===== config.mk =====
export PLATFORM = sky130hd
export DESIGN_NAME = ipm_regs
export DESIGN_NICKNAME = d
export VERILOG_FILES = /design/src/core/ipm_pkg.sv /design/src/core/ipm_regs.sv
export SDC_FILE = /design/constraint.sdc
export NUM_CORES = 1
export LEC_CHECK = 0
export ABC_AREA = 1
export BUFFER_PORTS_ARGS = -buffer_cell sky130_fd_sc_hd__buf_2
export CAP_MARGIN = 15
export CORE_AREA = 2 2 93 95
export CTS_CLUSTER_DIAMETER = 40
export DETAILED_ROUTE_END_ITERATION = 10
export DIE_AREA = 0 0 95 97
export HOLD_SLACK_MARGIN = 0.12
export PLACE_DENSITY = 0.66
export SLEW_MARGIN = 20
export SYNTH_ARGS = -nofsm -noshare
export SYNTH_HDL_FRONTEND = slang
export SYNTH_SLANG_ARGS = --single-unit

===== constraint.sdc =====
create_clock -name clk -period 4.3 [get_ports clk]
set_input_delay 0.86 -clock clk [delete_from_list [all_inputs] [get_ports clk]]
set_output_delay 0.86 -clock clk [all_outputs]
set_load 0.1 [all_outputs]

===== src/core/ipm_pkg.sv =====
/*
 Constants, register indices and carrier types for the posted-flag and
 unmask register block of a small microcontroller interrupt controller.
 Assumes one system clock shared by the bus, the sources and the CPU.
*/
// Function
// Flag read shows posted state per bit
// Zero write clears flag when soft-post off
// One write keeps flag when soft-post off
// One write posts flag when soft-post on
// Cleared unmask bit blocks pending, posting continues
// Set unmask bit passes posted as pending
// Each unmask bit governs only its source
// Flags B: bits 6..0 timers, bus, endpoints
// Flags C: bits 4, 2, 1 used
// Unmask B mirrors flags B layout
// Unmask C mirrors flags C layout
// Soft-post control holds enable bit 7 only
// Pending vector goes to the priority encoder
// Flag holds until taken or cleared
// Reserved bits zero; zero writes ignored when soft-post
`default_nettype none

package ipm_pkg;

    localparam int IDX_W = 10;

    // Register indices; byte address is four times the index
    localparam logic [9:0] IDX_POSTED_B = 10'h0DB;
    localparam logic [9:0] IDX_POSTED_C = 10'h0DC;
    localparam logic [9:0] IDX_SOFT_CTRL = 10'h0DE;
    localparam logic [9:0] IDX_UNMASK_C = 10'h0DF;
    localparam logic [9:0] IDX_UNMASK_B = 10'h0E1;
    localparam logic [9:0] IDX_IRQ_STATUS = 10'h0E4;
    localparam logic [9:0] IDX_IRQ_MASK = 10'h0E5;

    // Implemented bits of each register
    localparam logic [7:0] USED_B = 8'h7F;
    localparam logic [7:0] USED_C = 8'h16;
    localparam logic [7:0] USED_SOFT = 8'h80;
    localparam logic [7:0] USED_IRQ = 8'h03;
    localparam int SOFT_POST_EN_BIT = 7;

    // Flag C bit positions
    localparam int C_COUNTER_WRAP_BIT = 1;
    localparam int C_EXTERNAL_LINE_TWO_BIT = 2;
    localparam int C_GPIO_PORT2_BIT = 4;

    // Interrupt status bits: a new post landed in flags B or C
    localparam int IRQ_POST_B_BIT = 0;
    localparam int IRQ_POST_C_BIT = 1;

    localparam logic [7:0] RESET_BYTE = 8'h00;
    localparam logic [1:0] RESP_OKAY = 2'h0;
    localparam logic [1:0] RESP_SLVERR = 2'h2;

    // One bit per source, in the same layout as the flag registers
    typedef struct packed {
        logic [7:0] b;
        logic [7:0] c;
    } ipm_flags_t;

endpackage : ipm_pkg

`default_nettype wire


===== src/core/ipm_regs.sv =====
/*
 Posted-flag registers B and C, unmask registers B and C, the soft-post
 control register and a small interrupt status/mask pair, all behind an
 AXI4-Lite slave. Assumes the post strobes and take strobes come from logic
 on the same clock, and that the priority encoder and global enable sit
 outside and read the pending vector.
*/
// Our own choice: the AXI4-Lite register port.
`default_nettype none

module ipm_regs #(
    parameter int ADDR_W = 12
) (
    input wire logic clk,                          // System clock
    input wire logic rstn,                         // Synchronous reset, active low
    input wire logic [ADDR_W-1:0] s_axi_awaddr,    // Write address
    input wire logic s_axi_awvalid,                // Write address valid
    output logic s_axi_awready,                    // Write address ready
    input wire logic [31:0] s_axi_wdata,           // Write data
    input wire logic [3:0] s_axi_wstrb,            // Write byte strobes
    input wire logic s_axi_wvalid,                 // Write data valid
    output logic s_axi_wready,                     // Write data ready
    output logic [1:0] s_axi_bresp,                // Write response
    output logic s_axi_bvalid,                     // Write response valid
    input wire logic s_axi_bready,                 // Write response ready
    input wire logic [ADDR_W-1:0] s_axi_araddr,    // Read address
    input wire logic s_axi_arvalid,                // Read address valid
    output logic s_axi_arready,                    // Read address ready
    output logic [31:0] s_axi_rdata,               // Read data
    output logic [1:0] s_axi_rresp,                // Read response
    output logic s_axi_rvalid,                     // Read data valid
    input wire logic s_axi_rready,                 // Read data ready
    input wire ipm_pkg::ipm_flags_t hwPost,        // Source post strobes
    input wire ipm_pkg::ipm_flags_t cpuTake,       // CPU took this interrupt
    output var ipm_pkg::ipm_flags_t pending,       // Pending vector to encoder
    output logic irq                               // Block interrupt, level
);

    logic awReady_q;
    logic wReady_q;
    logic bValid_q;
    logic [1:0] bResp_q;
    logic arReady_q;
    logic rValid_q;
    logic [1:0] rResp_q;
    logic [7:0] rData_q;
    logic [7:0] postedB_q;
    logic [7:0] postedC_q;
    logic [7:0] postedB_d;
    logic [7:0] postedC_d;
    logic [7:0] unmaskB_q;
    logic [7:0] unmaskC_q;
    logic softPostEn_q;
    logic [7:0] irqStatus_q;
    logic [7:0] irqStatus_d;
    logic [7:0] irqMask_q;
    ipm_pkg::ipm_flags_t pending_q;
    logic irq_q;

    logic wrFire;
    logic wrDo;
    logic rdFire;
    logic rdDo;
    logic [ipm_pkg::IDX_W-1:0] wrIdx;
    logic [ipm_pkg::IDX_W-1:0] rdIdx;
    logic [7:0] wrByte;
    logic wrLane;
    logic wrB;
    logic wrC;
    logic wrHit;
    logic rdHit;
    logic [7:0] rdByte;

    // Next state of one flag register. Hardware posts are applied last, so a
    // post in the same cycle as a clear or a take is never lost.
    function automatic logic [7:0] post_next(
        input logic [7:0] cur,
        input logic [7:0] hw,
        input logic [7:0] take,
        input logic [7:0] wd,
        input logic [7:0] used,
        input logic wr,
        input logic swEn
    );
        logic [7:0] keep;
        logic [7:0] set;
        keep = cur & ~take;
        set = hw;
        if (wr && !swEn) begin
            keep = keep & wd;                      // see R2
        end
        if (wr && swEn) begin
            set = set | wd;                        // see R4
        end
        return (keep | set) & used;
    endfunction : post_next

    function automatic logic idx_known(input logic [ipm_pkg::IDX_W-1:0] idx);
        return idx == ipm_pkg::IDX_POSTED_B || idx == ipm_pkg::IDX_POSTED_C ||
               idx == ipm_pkg::IDX_SOFT_CTRL || idx == ipm_pkg::IDX_UNMASK_C ||
               idx == ipm_pkg::IDX_UNMASK_B || idx == ipm_pkg::IDX_IRQ_STATUS ||
               idx == ipm_pkg::IDX_IRQ_MASK;
    endfunction : idx_known

    // Address and data are taken together; upper address bits are not
    // decoded, so the map aliases every 4 KiB.
    assign wrIdx = s_axi_awaddr[ipm_pkg::IDX_W+1:2];
    assign rdIdx = s_axi_araddr[ipm_pkg::IDX_W+1:2];
    assign wrByte = s_axi_wdata[7:0];
    assign wrLane = s_axi_wstrb[0];
    assign wrFire = s_axi_awvalid && s_axi_wvalid && !awReady_q && !bValid_q;
    assign wrDo = s_axi_awvalid && awReady_q && s_axi_wvalid && wReady_q;
    assign rdFire = s_axi_arvalid && !arReady_q && !rValid_q;
    assign rdDo = s_axi_arvalid && arReady_q;
    assign wrHit = idx_known(wrIdx);
    assign rdHit = idx_known(rdIdx);
    assign wrB = wrDo && wrLane && wrIdx == ipm_pkg::IDX_POSTED_B;
    assign wrC = wrDo && wrLane && wrIdx == ipm_pkg::IDX_POSTED_C;

    always_ff @(posedge clk) begin
        if (!rstn) begin
            awReady_q <= 1'b0;
            wReady_q <= 1'b0;
            bValid_q <= 1'b0;
            bResp_q <= ipm_pkg::RESP_OKAY;
        end else begin
            awReady_q <= wrFire;
            wReady_q <= wrFire;
            if (wrDo) begin
                bValid_q <= 1'b1;
                bResp_q <= wrHit ? ipm_pkg::RESP_OKAY : ipm_pkg::RESP_SLVERR;
            end else if (s_axi_bready) begin
                bValid_q <= 1'b0;
            end
        end
    end

    always_comb begin
        case (rdIdx)
            ipm_pkg::IDX_POSTED_B: rdByte = postedB_q;             // see R1
            ipm_pkg::IDX_POSTED_C: rdByte = postedC_q;             // see R1
            ipm_pkg::IDX_SOFT_CTRL: rdByte = {softPostEn_q, 7'h00};
            ipm_pkg::IDX_UNMASK_C: rdByte = unmaskC_q;
            ipm_pkg::IDX_UNMASK_B: rdByte = unmaskB_q;
            ipm_pkg::IDX_IRQ_STATUS: rdByte = irqStatus_q;
            ipm_pkg::IDX_IRQ_MASK: rdByte = irqMask_q;
            default: rdByte = ipm_pkg::RESET_BYTE;
        endcase
    end

    always_ff @(posedge clk) begin
        if (!rstn) begin
            arReady_q <= 1'b0;
            rValid_q <= 1'b0;
            rResp_q <= ipm_pkg::RESP_OKAY;
            rData_q <= ipm_pkg::RESET_BYTE;
        end else begin
            arReady_q <= rdFire;
            if (rdDo) begin
                rValid_q <= 1'b1;
                rData_q <= rdByte;
                rResp_q <= rdHit ? ipm_pkg::RESP_OKAY : ipm_pkg::RESP_SLVERR;
            end else if (s_axi_rready) begin
                rValid_q <= 1'b0;
            end
        end
    end

    assign postedB_d = post_next(postedB_q, hwPost.b, cpuTake.b, wrByte, ipm_pkg::USED_B, wrB, softPostEn_q);
    assign postedC_d = post_next(postedC_q, hwPost.c, cpuTake.c, wrByte, ipm_pkg::USED_C, wrC, softPostEn_q);

    // Flags post regardless of the unmask bits
    always_ff @(posedge clk) begin
        if (!rstn) begin
            postedB_q <= ipm_pkg::RESET_BYTE;
            postedC_q <= ipm_pkg::RESET_BYTE;
        end else begin
            postedB_q <= postedB_d;                // see R5
            postedC_q <= postedC_d;
        end
    end

    always_ff @(posedge clk) begin
        if (!rstn) begin
            unmaskB_q <= ipm_pkg::RESET_BYTE;
            unmaskC_q <= ipm_pkg::RESET_BYTE;
            softPostEn_q <= 1'b0;
            irqMask_q <= ipm_pkg::RESET_BYTE;
        end else if (wrDo && wrLane) begin
            case (wrIdx)
                ipm_pkg::IDX_UNMASK_B: unmaskB_q <= wrByte & ipm_pkg::USED_B;
                ipm_pkg::IDX_UNMASK_C: unmaskC_q <= wrByte & ipm_pkg::USED_C;
                ipm_pkg::IDX_SOFT_CTRL: softPostEn_q <= wrByte[ipm_pkg::SOFT_POST_EN_BIT];
                ipm_pkg::IDX_IRQ_MASK: irqMask_q <= wrByte & ipm_pkg::USED_IRQ;
                default: irqMask_q <= irqMask_q;
            endcase
        end
    end

    // Per-bit AND only, so no unmask bit reaches another source
    always_ff @(posedge clk) begin
        if (!rstn) begin
            pending_q <= '0;
        end else begin
            pending_q.b <= postedB_q & unmaskB_q;  // see R5 see R6 see R7
            pending_q.c <= postedC_q & unmaskC_q;  // see R5 see R6 see R7
        end
    end

    // Sticky status, write one to clear; a new post in the clearing cycle wins
    always_comb begin
        irqStatus_d = irqStatus_q;
        if (wrDo && wrLane && wrIdx == ipm_pkg::IDX_IRQ_STATUS) begin
            irqStatus_d = irqStatus_d & ~wrByte;
        end
        if ((postedB_d & ~postedB_q) != 8'h00) begin
            irqStatus_d[ipm_pkg::IRQ_POST_B_BIT] = 1'b1;
        end
        if ((postedC_d & ~postedC_q) != 8'h00) begin
            irqStatus_d[ipm_pkg::IRQ_POST_C_BIT] = 1'b1;
        end
    end

    always_ff @(posedge clk) begin
        if (!rstn) begin
            irqStatus_q <= ipm_pkg::RESET_BYTE;
            irq_q <= 1'b0;
        end else begin
            irqStatus_q <= irqStatus_d & ipm_pkg::USED_IRQ;
            irq_q <= |(irqStatus_d & irqMask_q);
        end
    end

    assign s_axi_awready = awReady_q;
    assign s_axi_wready = wReady_q;
    assign s_axi_bvalid = bValid_q;
    assign s_axi_bresp = bResp_q;
    assign s_axi_arready = arReady_q;
    assign s_axi_rvalid = rValid_q;
    assign s_axi_rresp = rResp_q;
    assign s_axi_rdata = {24'h000000, rData_q};
    assign pending = pending_q;
    assign irq = irq_q;

    logic [7:0] hwB;
    logic [7:0] takeB;
    assign hwB = hwPost.b;
    assign takeB = cpuTake.b;

    logic [7:0] hwC;
    logic [7:0] takeC;
    assign hwC = hwPost.c;
    assign takeC = cpuTake.c;
endmodule : ipm_regs

`default_nettype wire


* After elaboration in Yosys (flattened, before gate mapping)
Cells that the tools add are included.
** Operators by class
- Add/subtract/negate cells :: 0
- Multipliers :: 0
- Divide/modulo/power cells :: 0
- $lt $le $gt $ge :: 0
- Equal/unequal tests :: 14
- Shifts and indexed selects :: 0
- Multiplexer cells :: 14
- Bitwise gates (word level) :: 19
- Reductions and logical operators :: 43
** Operators by type and width (number)
- == test 10 x 8 -> 1 bit, second input constant :: 14
- case mux 8 bit (7 select lines) :: 1
- AND 7 bit :: 3
- logical AND 1 bit :: 17
- nonzero test 8 bit :: 2
- AND 5 bit :: 3
- 2-to-1 mux 7 bit :: 2
- bitwise OR 7 bit :: 2
- logical OR 1 bit :: 12
- 2-to-1 mux 5 bit :: 2
- bitwise OR 5 bit :: 2
- AND 5 x 8 -> 8 bit :: 1
- AND 7 x 8 -> 8 bit :: 1
- AND 8 x 2 -> 8 bit :: 1
- AND 8 bit :: 1
- 2-to-1 mux 8 bit :: 1
- NOT 5 -> 8 bit :: 1
- NOT 7 -> 8 bit :: 1
- NOT 8 bit :: 1
- AND reduction 2 bit :: 4
- OR reduction 8 bit :: 1
- NOT 7 bit :: 1
- 2-to-1 mux 1 bit :: 6
- logical NOT 1 bit :: 5
- 3 further kinds :: 5
** Word-level totals
- Register bits after elaboration :: 64
- Latch bits :: 0
- Memory bits (writable) :: 0
- Bits in read-only memories :: 0
- Bits of input ports :: 99
- Output and inout bits :: 58
- Memories :: 0

* Depth between registers and ports, before layout
Gate-level depths: netlist (run 1).
- Depth after elaboration :: 13
- Mapped depth :: 12
- Gate-level depth less buffers :: 12

* Worst setup path before layout (run 1)
OpenSTA, ideal clock, no wires.
- Path kind :: flip-flop to output port
- Start point :: register wReady_q, in the netlist s_axi_wready
- End point :: output s_axi_wready
- Arrival :: 1422 ps
- Path slack :: 2018 ps
- Stages on the path, launching flop included :: 2
- Buffers on the path :: 1
- Path through :: dfxtp_1 buf_4
** RTL lines
- start, declared :: line ipm_regs.sv:40 : logic wReady_q;
- start signal, assigned :: line ipm_regs.sv:128 : wReady_q <= wrFire;
- end, declared :: line ipm_regs.sv:22 : output logic s_axi_wready,
No word-level cell between the ends.

* Worst setup path after layout (run 1)
- Start point :: input rstn
- End point :: register wReady_q, in the netlist s_axi_wready
** RTL lines
- start, declared :: line ipm_regs.sv:15 : input wire logic rstn,
No word-level cell between the ends.

==> results.md, run 1 <==
* Storage cell area at 1000 um2
* Via count of the first global-routing pass at 2499
* Diode insertion count for antenna repair at 0
* Launch instance of the worst register-to-register path: s_axi_wready
* Clock transition at the registers of the reported paths at 0.10 ns
* Class of the tightest hold or removal check: register to register
* Count of synthesis-stage warnings from yosys at 0
* DR iter-0 viols at 122
* Max rail drop VDD at 147 uV
* Synth top area share at 36.9%
* Unrepaired setup endpoints after global routing: no
* Setup slack on the worst flop-to-flop path at 2.46 ns
* Average routed wire per standard cell at 12.6 um
* Post-layout net count at 566
* Initial antenna violation count at 0
* Total die area at 9220 um2
* Placed wire-length estimate at 5550 um
* Final-report setup violation count at 0
* Total wire length at 7220 um
* Count of vias placed by the detailed router at 2764
* Status: finished, final reports clean
* PnR worst setup slack at 1.96 ns
* Type of element capturing the critical path: register
* Resized Gates After CTS at 0
* Fin. max-slew vios at 0
* Critical register-to-register path endpoint: unmaskB_q[5]
* Final period utilization at 54.4%
* Clk sinks at 50
* Syn_area_per_cell at 7.01 um2
* Clock root buffer master: clkbuf_8
* Die span in x at 95 um
* Combined area of all synthesized cells at 2710 um2
* Worst-Margin Slew at 0.999 ns
* Total of buffers placed on input and output ports at 81
* Crit path required time at 4.49 ns
* Critical path fanouts, max at 35
* Signal arrival time at the worst endpoint at 2.53 ns
* Minimum period implied by the final worst setup slack at 2.34 ns
* Count of filler cells inserted in the layout at 882
* Area leader, netlist: dfxtp_1
* Final Hold Viols at 0
* Yosys reg bits at 50
* GRT Resource Usage Total at 15.3%
* Number of maximum-capacitance constraint violations at 0
* Remaining routing DRC violations at 0
* Detailed-router iteration count before antenna repair at 6
* RePlAce Congestion at 0.880
* Number of buffers created by CTS at 5
* Relative slew margins at 33.0%
* Setup TNS Final at 0 ns
* Leading post-synthesis cells by cell area: dfxtp_1 37%, buf_4 9.1%, inv_1 8.3%
* H-tree level count at 2
* Part of the Yosys area used for sequential elements at 36.9%
* Number of post-CTS setup repair buffers at 0
* Worst Reg2Reg Path Length in Cells at 5
* Worst-case hold slack at 0.438 ns
* Category of the most critical setup path: input port to register
* Antenna viol nets, final at 0
* Max frequency at 427 MHz
* Clock Path Buffers at 2
* Vias per std cell at 4.82
* Hold wc startpoint: s_axi_arready
* Number of hold buffers added after cts at 0
* Area of the core region at 8130 um2
* Destination of the worst hold path: s_axi_arready
* Layout overhead on the synthesized area at 17.7%
* First-pass GRT wire length at 11400 um
* Clock tree from TritonCTS: done
* Depth of the worst hold-timing path at 1
* Source-to-sink clock delay at the later pin of the worst-skew pair at 0.31 ns
* Die outline height at 97 um
* Cell count after synthesis at 387
* Multi-input logic area at 1320 um2
* Worst setup path start: rstn
* Leftover overflow at the end of global routing at 0
* Core Rows at 33
* Layout cells sized above 1 at 21.8%
* Kind of start point of the critical path: input port
* Pre-CTS WS at 1.60 ns
* Initial Util at 33.3%
* IO Pins at 157
* Number of different library cells in the post-synthesis netlist at 31
* Maximum number of pins on one net before global-route repair at 36
* Lkg Pwr at 1.49 nW
* Final worst clock skew at 0.00827 ns
* Power per unit of standard cell area at 319 nW/um2
==> routing by layer <==
metal	track usage [%]	up-vias	wire length, um
met2	24.2	132	3280
li1	-	1379	-
met3	3.19	10	561
met4	5.02	0	106
met1	20.8	1243	3270
met5	0	-	0
==> flip-flops by register name, summed over array words and instances (netlist names), 2 cells and up <==
signal,flops
rData_q,8
pending,10
irqStatus_q,2
irqMask_q,2
postedC_q,3
unmaskB_q,7
postedB_q,7
unmaskC_q,3
==> logic make-up (layout without fill, tap and decap cells) <==
| logic type | Yosys count | count (layout) | share of synthesized area, % |
|---|---|---|---|
| buf+inv | 102 | 152 | 18.7 |
| simple gates | 158 | 158 | 28.8 |
| flops | 50 | 50 | 36.9 |
| compound gates | 76 | 76 | 15.4 |
| other cells | 1 | 32 | 0.138 |
==> power breakdown <==
part           internal (mW)  switching [mW]
sequential             0.473         0.00384
clock                  0.121           0.173
combinational         0.0381           0.208
total                  0.632           0.386
==> cell usage in the layout, fill, tap and decap left out, drive strengths merged <==
| cell | count |
|---|---|
| buf | 81 |
| o22ai | 9 |
| clkinv | 5 |
| clkbuf | 5 |
| dfxtp | 50 |
| conb | 32 |
| o311ai | 1 |
| nor4 | 6 |
| inv | 61 |
| nand2 | 59 |
| nand4 | 18 |
| a21oi | 27 |
| a211oi | 2 |
| nand3 | 18 |
| nor3 | 20 |
| o211ai | 2 |
| o21a | 1 |
| and2 | 1 |
| a31oi | 7 |
| nand3b | 1 |
| or2 | 1 |
| o21ai | 27 |
| nor2 | 34 |
==> how the worst max path moves through the flow <==
stage,to,cells after the start
6_report,s_axi_wready,3
5_1_grt,irqMask_q[0],3
4_1_cts,s_axi_wready,3
3_5_place_dp,s_axi_wready,3
3_3_place_gp,s_axi_wready,3
2_1_floorplan,s_axi_wready,1
==> area by class of cell <==
cell class	count	area share [%]
sequential	50	31.4
inverter	63	7.41
tap	105	4.12
clock buffer	5	2.16
timing repair buffer	81	12.7
multi-input combinational	266	41.3
clock inverter	3	0.902
==> Yosys cell counts <==
library cell	number
nand4_2	1
conb_1	1
nand2_1	59
nor2_1	28
nor3_2	3
nand3_1	16
and2_1	1
o21ai_0	25
nor2_2	2
clkbuf_1	5
o311ai_0	1
o21ai_1	2
nor4_1	5
nand3_2	2
a21oi_1	27
inv_1	60
o22ai_1	9
nor2_4	4
buf_2	1
or2_0	1
buf_4	33
nand4_1	17
o21a_1	1
a31oi_1	7
dfxtp_1	50
nor4_2	1
nor3_1	17
o211ai_1	2
clkinv_1	3
nand3b_1	1
a211oi_1	2
==> worst max-delay path, stage by stage <==
cell,delay [ns]
buf_2,0.27
clkinv_1,0.86
nor4_1,0.52
==> stage by stage <==
step | instances | power, mW | utilization (%) | cell area (um2)
5_1_grt | 573 | 1.06 | 39.2 | 3190
3_5_place_dp | 565 | 0.733 | 38.0 | 3090
6_report | 573 | 1.02 | 39.2 | 3190
4_1_cts | 573 | 1.03 | 39.2 | 3190
3_3_place_gp | 565 | 0.730 | 38.0 | 3090
2_1_floorplan | 418 | 0.704 | - | 2830
Note: power is estimated with default switching activity, not from simulation.
==> inputs of run 2 (changes only) <==
Settings changed: ABC_AREA 1 to 0, CORE_AREA 2 2 93 95 to 2 2 92 94, DIE_AREA 0 0 95 97 to 0 0 94 96, PLACE_DENSITY 0.66 to 0.67.
Clock period 4.3 ns to 2.4 ns, I/O delays scaled along.
==> run 2 against run 1 <==
Net effect: global-route usage fell by 0.72 points; clock-buffer cell count did not move; largest power group unchanged; core utilization barely moved; sequential power rose by 83%.
==> results.md, run 2 <==
* Die outline height at 96 um
* Cell count after placement at 495
* Final worst clock skew at 0.00903 ns
* H-tree level count at 2
* Post-synth top cells: 50 x dfxtp_1, 33 x buf_4, 28 x nor2_1
* Setup TNS Final at 0 ns
* Storage cell area at 1000 um2
* Diode insertion count for antenna repair at 0
* Total Power Consumption at 1.84 mW
* Combined area of all synthesized cells at 2650 um2
* Maximum number of pins on one net before global-route repair at 39
* Multi-input logic area at 1430 um2
* Initial antenna violation count at 0
* Leftover overflow at the end of global routing at 0
* Total wire length at 6740 um
* Antenna viol nets, final at 0
* PnR worst setup slack at 0.402 ns
* Minimum period implied by the final worst setup slack at 2.00 ns
* Power per unit of standard cell area at 584 nW/um2
* Layout overhead on the synthesized area at 19.3%
* Clock transition at the registers of the reported paths at 0.09 ns
* Post-synth ARST share at 0%
* Area of the core region at 8050 um2
* Cell count after synthesis at 314
* Ys flop type: dfxtp_1
* Status: finished, final reports clean
* Most common library cell in the layout ignoring fill and taps: buf_2
* Kind of start point of the critical path: input port
* Vias per std cell at 4.89
* Die span in x at 94 um
* Critical path fanouts, max at 6
* Clock root buffer master: clkbuf_8
* GRT Resource Usage Total at 14.6%
* Relative slew margins at 65.6%
* Lkg Pwr at 1.45 nW
* Layout cells sized above 1 at 25.9%
* Average routed wire per standard cell at 13.4 um
* Max frequency at 500 MHz
* Placed wire-length estimate at 5320 um
* Finished Layout Cells at 503
* Post-layout net count at 496
* Slowest library cell on the worst path: or4b_4
* Unrepaired setup endpoints after global routing: no
* Final period utilization at 83.3%
* Count of synthesis-stage warnings from yosys at 0
* Critical path cell sequence: buf_2, or4b_4, or4_4, nand2_1, o311ai_1, a32o_2
* Remaining routing DRC violations at 0
* Number of hold buffers added after cts at 0
* Source-to-sink clock delay at the later pin of the worst-skew pair at 0.31 ns
* Class of the tightest hold or removal check: input port to register
* Area leader, netlist: dfxtp_1
* Depth of the worst hold-timing path at 3
* Via count of the first global-routing pass at 2208
* First-pass GRT wire length at 10400 um
* Number of different library cells in the post-synthesis netlist at 46
* Number of post-CTS setup repair buffers at 0
* Number of enable flip-flop cells after synthesis at 0
* Total die area at 9020 um2
* Initial Util at 32.9%
* Core Rows at 33
* Leading post-synthesis cells by cell area: dfxtp_1 38%, buf_4 9.4%, nor2b_1 5.4%
* Worst-Margin Slew at 0.514 ns
* Signal arrival time at the worst endpoint at 2.20 ns
* Total of buffers placed on input and output ports at 81
* Post-layout utilization of the core at 39.2%
* Most used standard cell by instance count after synthesis: dfxtp_1
* Part of the Yosys area used for sequential elements at 37.8%
* Final Hold Viols at 0
* Count of vias placed by the detailed router at 2461
* Clock Path Buffers at 2
* Syn_area_per_cell at 8.43 um2
* Pre-CTS WS at 0.103 ns
* RePlAce Congestion at 0.849
* Category of the most critical setup path: input port to register
* Number of maximum-capacitance constraint violations at 0
* Clock tree from TritonCTS: done
* Resized Gates After CTS at 0
* Number of buffers created by CTS at 5
* Count of filler cells inserted in the layout at 857
* Max rail drop VDD at 212 uV
* Yosys reg bits at 50
* Detailed-router iteration count before antenna repair at 4
* Worst Reg2Reg Path Length in Cells at 5
* Final-report setup violation count at 0
* IO Pins at 157
* Largest register FFs at 10
* Worst path max stage delay at 0.56 ns
* Most frequent cells in the layout: 81 x buf_2, 49 x dfxtp_1, 32 x conb_1
* Fin. max-slew vios at 0
* Synth top area share at 37.8%
* Number of cells on the critical path at 6
* Buf+Inv Stages, Crit Path at 1
* DR iter-0 viols at 99
* Crit path required time at 2.60 ns
* Type of element capturing the critical path: register
* Cell type group with the largest total delay on the critical path: simple AND/OR/NAND/NOR gates
* Clk sinks at 50
-- run 2: changes by cell type after synthesis, sizes merged, moves of 14 or more --
cell   before  now
a21oi      27    7
nor3       20    5
nand4      18    3
nand2      59   15
and3        0   14
nor2b       0   23
inv        60   13
-- run 2: cell type report --
| cell class | count | area share [%] |
|---|---|---|
| multi-input combinational | 240 | 45.3 |
| sequential | 50 | 31.7 |
| timing repair buffer | 87 | 14.3 |
| tap | 105 | 4.16 |
| clock buffer | 5 | 2.18 |
| inverter | 13 | 1.55 |
| clock inverter | 3 | 0.792 |
-- run 2: path summary, 6_finish.rpt --
path | slack, ns | from | to
max | 0.40 | s_axi_awaddr[3] | irq
min | 0.41 | s_axi_arvalid | s_axi_arready
max reg2reg | 0.62 | postedB_q[5] | irq
min reg2reg | 0.45 | s_axi_bvalid | s_axi_wready
-- run 2: kinds of logic (layout without fill, tap and decap cells) --
family / Yosys count / in the layout / share of synthesized area [%]
AO/OA/AOI/OAI: 65 / 65 / 16.7
other: 1 / 32 / 0.142
multiplexers: 13 / 13 / 4.96
buffers and inverters: 55 / 108 / 12.5
AND/OR/NAND/NOR: 130 / 130 / 27.8
flip-flops: 50 / 50 / 37.8
-- run 2: stage by stage --
stage	hold slack, ns	instance area [um2]
after floorplan	0.460	2770
after global placement	0.415	3060
after detailed placement	0.436	3060
after CTS	0.409	3160
after global routing	0.423	3160
final	0.412	3160
-- run 2: report_power, final --
part	switching (mW)	leakage (nW)	internal, mW
combinational	0.368	0.994	0.0885
clock	0.304	0.0447	0.211
sequential	0.0215	0.407	0.850
total	0.693	1.45	1.15
-- run 2: per-layer routing --
layer  routed length [um]  up-vias  part of all wire (%)  global-route usage [%]
li1                     -     1230                     -                       -
met5                    0        -                     0                       0
met3                  499        9                   7.4                    3.60
met1                 3010     1140                    45                    18.7
met2                 3120       82                    46                    24.2
met4                  106        0                   1.6                    5.07
-- run 2: tightest hold or removal path, stage by stage --
cell and delay [ns]:
buf_2 0.11, nand2_1 0.05, nor3_1 0.04
==> inputs of run 3 (changes only) <==
Clock period 2.4 ns to 1.9 ns, I/O delays scaled along.
==> run 3 against run 2 <==
Net effect: routed wire length increased by 4.0%; register-to-register slack got worse by 0.42 ns; sequential share of layout area decreased by 1.2 points; clock power increased by 23%; clock-buffer cell count increased by 2; via count increased by 2.1%; die area unchanged; clock skew decreased by 0.00065 ns; sequential power increased by 26%; combinational power increased by 31%; highest routed layer unchanged.
==> results.md, run 3 (synthesis gave the netlist of run 2 again) <==
* Diode insertion count for antenna repair at 0
* RePlAce Congestion at 0.850
* Core Rows at 33
* Final period utilization at 94.7%
* Max frequency at 556 MHz
* Count of filler cells inserted in the layout at 857
* Initial Util at 32.9%
* Worst path max stage delay at 0.55 ns
* First-pass GRT wire length at 10900 um
* Critical path fanouts, max at 3
* Type of element capturing the critical path: register
* Critical path cell sequence: buf_2, or3b_2, or4_4, nand2_1, o311ai_1, a32o_2
* Layout cells sized above 1 at 28.6%
* Number of post-CTS setup repair buffers at 0
* Pre-CTS WS at -0.237 ns
* Total of buffers placed on input and output ports at 81
* Remaining routing DRC violations at 0
* Category of the most critical setup path: input port to register
* DR iter-0 viols at 110
* Resized Gates After CTS at 0
* Destination of the worst hold path: s_axi_arready
* Detailed-router iteration count before antenna repair at 4
* Launch instance of the worst register-to-register path: s_axi_wready
* Clock Path Buffers at 2
* Final Hold Viols at 0
* Int Pwr at 1.49 mW
* GRT Resource Usage Total at 15.4%
* Net load switching power at 0.839 mW
* Number of maximum-capacitance constraint violations at 0
* Depth of the worst hold-timing path at 3
* Vias per std cell at 4.85
* Final worst clock skew at 0.00838 ns
* Source-to-sink clock delay at the later pin of the worst-skew pair at 0.30 ns
* Clock root buffer master: clkbuf_8
* Layout overhead on the synthesized area at 24.2%
* Clk sinks at 50
* Sw Share at 36.0%
* Minimum period implied by the final worst setup slack at 1.80 ns
* Part of the power in registers at 47.0%
* Critical register-to-register path endpoint: irq
* Maximum number of pins on one net before global-route repair at 26
* Total die area at 9020 um2
* Signal arrival time at the worst endpoint at 2.00 ns
* Initial antenna violation count at 0
* Antenna viol nets, final at 0
* PnR worst setup slack at 0.0998 ns
* Clock transition at the registers of the reported paths at 0.09 ns
* Total Power Consumption at 2.33 mW
* Slowest library cell on the worst path: or4_4
* Largest register FFs at 10
* IO Pins at 157
* Worst setup path start: s_axi_awaddr[11]
* Worst Reg2Reg Path Length in Cells at 5
* Kind of start point of the critical path: input port
* Number of buffers created by CTS at 5
* Placed wire-length estimate at 5550 um
* Number of hold buffers added after cts at 0
* Unrepaired setup endpoints after global routing: no
* Cell type group with the largest total delay on the critical path: simple AND/OR/NAND/NOR gates
* Final-report setup violation count at 0
* Most common library cell in the layout ignoring fill and taps: buf_2
* Class of the tightest hold or removal check: input port to register
* Clock tree from TritonCTS: done
* Buf+Inv Stages, Crit Path at 1
* Power per unit of standard cell area at 709 nW/um2
* Clk network pwr share at 27.3%
* Status: finished, final reports clean
* Count of vias placed by the detailed router at 2512
* Lkg Pwr at 1.52 nW
* Hold wc startpoint: s_axi_arvalid
* Max rail drop VDD at 305 uV
* Leftover overflow at the end of global routing at 0
* Combinational fraction of design power at 25.7%
* Average routed wire per standard cell at 13.5 um
* Crit path required time at 2.10 ns
* Area of the core region at 8050 um2
* Most frequent cells in the layout: 81 x buf_2, 49 x dfxtp_1, 32 x conb_1
* Via count of the first global-routing pass at 2343
* Setup slack on the worst flop-to-flop path at 0.20 ns
* Total wire length at 7010 um
* Die span in x at 94 um
* Fin. max-slew vios at 0
* Die outline height at 96 um
* H-tree level count at 2
* Post-layout net count at 511
[run 3: how the worst max path moves through the flow]
stage                      to  cells after the start  slack (ns)
final                     irq                      6         0.1
after global placement    irq                      6       -0.22
after CTS                 irq                      6         0.1
after global routing      irq                      7        0.03
after detailed placement  irq                      6       -0.24
after floorplan           irq                      5       -0.01
[run 3: per-layer routing]
layer  routed length (um)  GRT usage (%)  vias to the layer above  share of wire [%]
li1                     -              -                     1259                  -
met1                 3030           18.7                     1154                 43
met2                 3380           27.1                       91                 48
met3                  496           3.21                        8                7.1
met4                  100           5.07                        0                1.4
met5                    0              0                        -                  0
[run 3: metrics by stage]
| stage | TNS [ns] | utilization, % | cells | hold slack, ns | instance area, um2 |
|---|---|---|---|---|---|
| 2_1_floorplan | -0.0115 | - | 345 | 0.460 | 2770 |
| 3_3_place_gp | -2.06 | 39.7 | 510 | 0.409 | 3200 |
| 3_5_place_dp | -2.86 | 39.7 | 510 | 0.420 | 3200 |
| 4_1_cts | 0 | 40.9 | 518 | 0.309 | 3290 |
| 5_1_grt | 0 | 40.9 | 518 | 0.332 | 3290 |
| 6_report | 0 | 40.9 | 518 | 0.316 | 3290 |
[run 3: worst min-delay path: cells and delay by family]
family	cells	cell delay, ns
simple gates	2	0.09
buf+inv	1	0.11
[run 3: area by class of cell]
| class | count | area [um2] | area share, % |
|---|---|---|---|
| Sequential cell | 50 | 1000 | 30.5 |
| Inverter | 13 | 48.8 | 1.48 |
| Clock inverter | 1 | 5.00 | 0.152 |
| Clock buffer | 7 | 86.3 | 2.62 |
| Tap cell | 105 | 131 | 3.99 |
| Timing Repair Buffer | 102 | 576 | 17.5 |
| Multi-Input combinational cell | 240 | 1440 | 43.7 |
[run 3: power by group through the flow]
stage	logic, mW	clock network (mW)	registers (mW)
2_1_floorplan	0.452	0	1.18
3_3_place_gp	0.591	0	1.12
3_5_place_dp	0.598	0	1.12
4_1_cts	0.599	0.659	1.10
5_1_grt	0.632	0.698	1.10
6_report	0.600	0.636	1.10
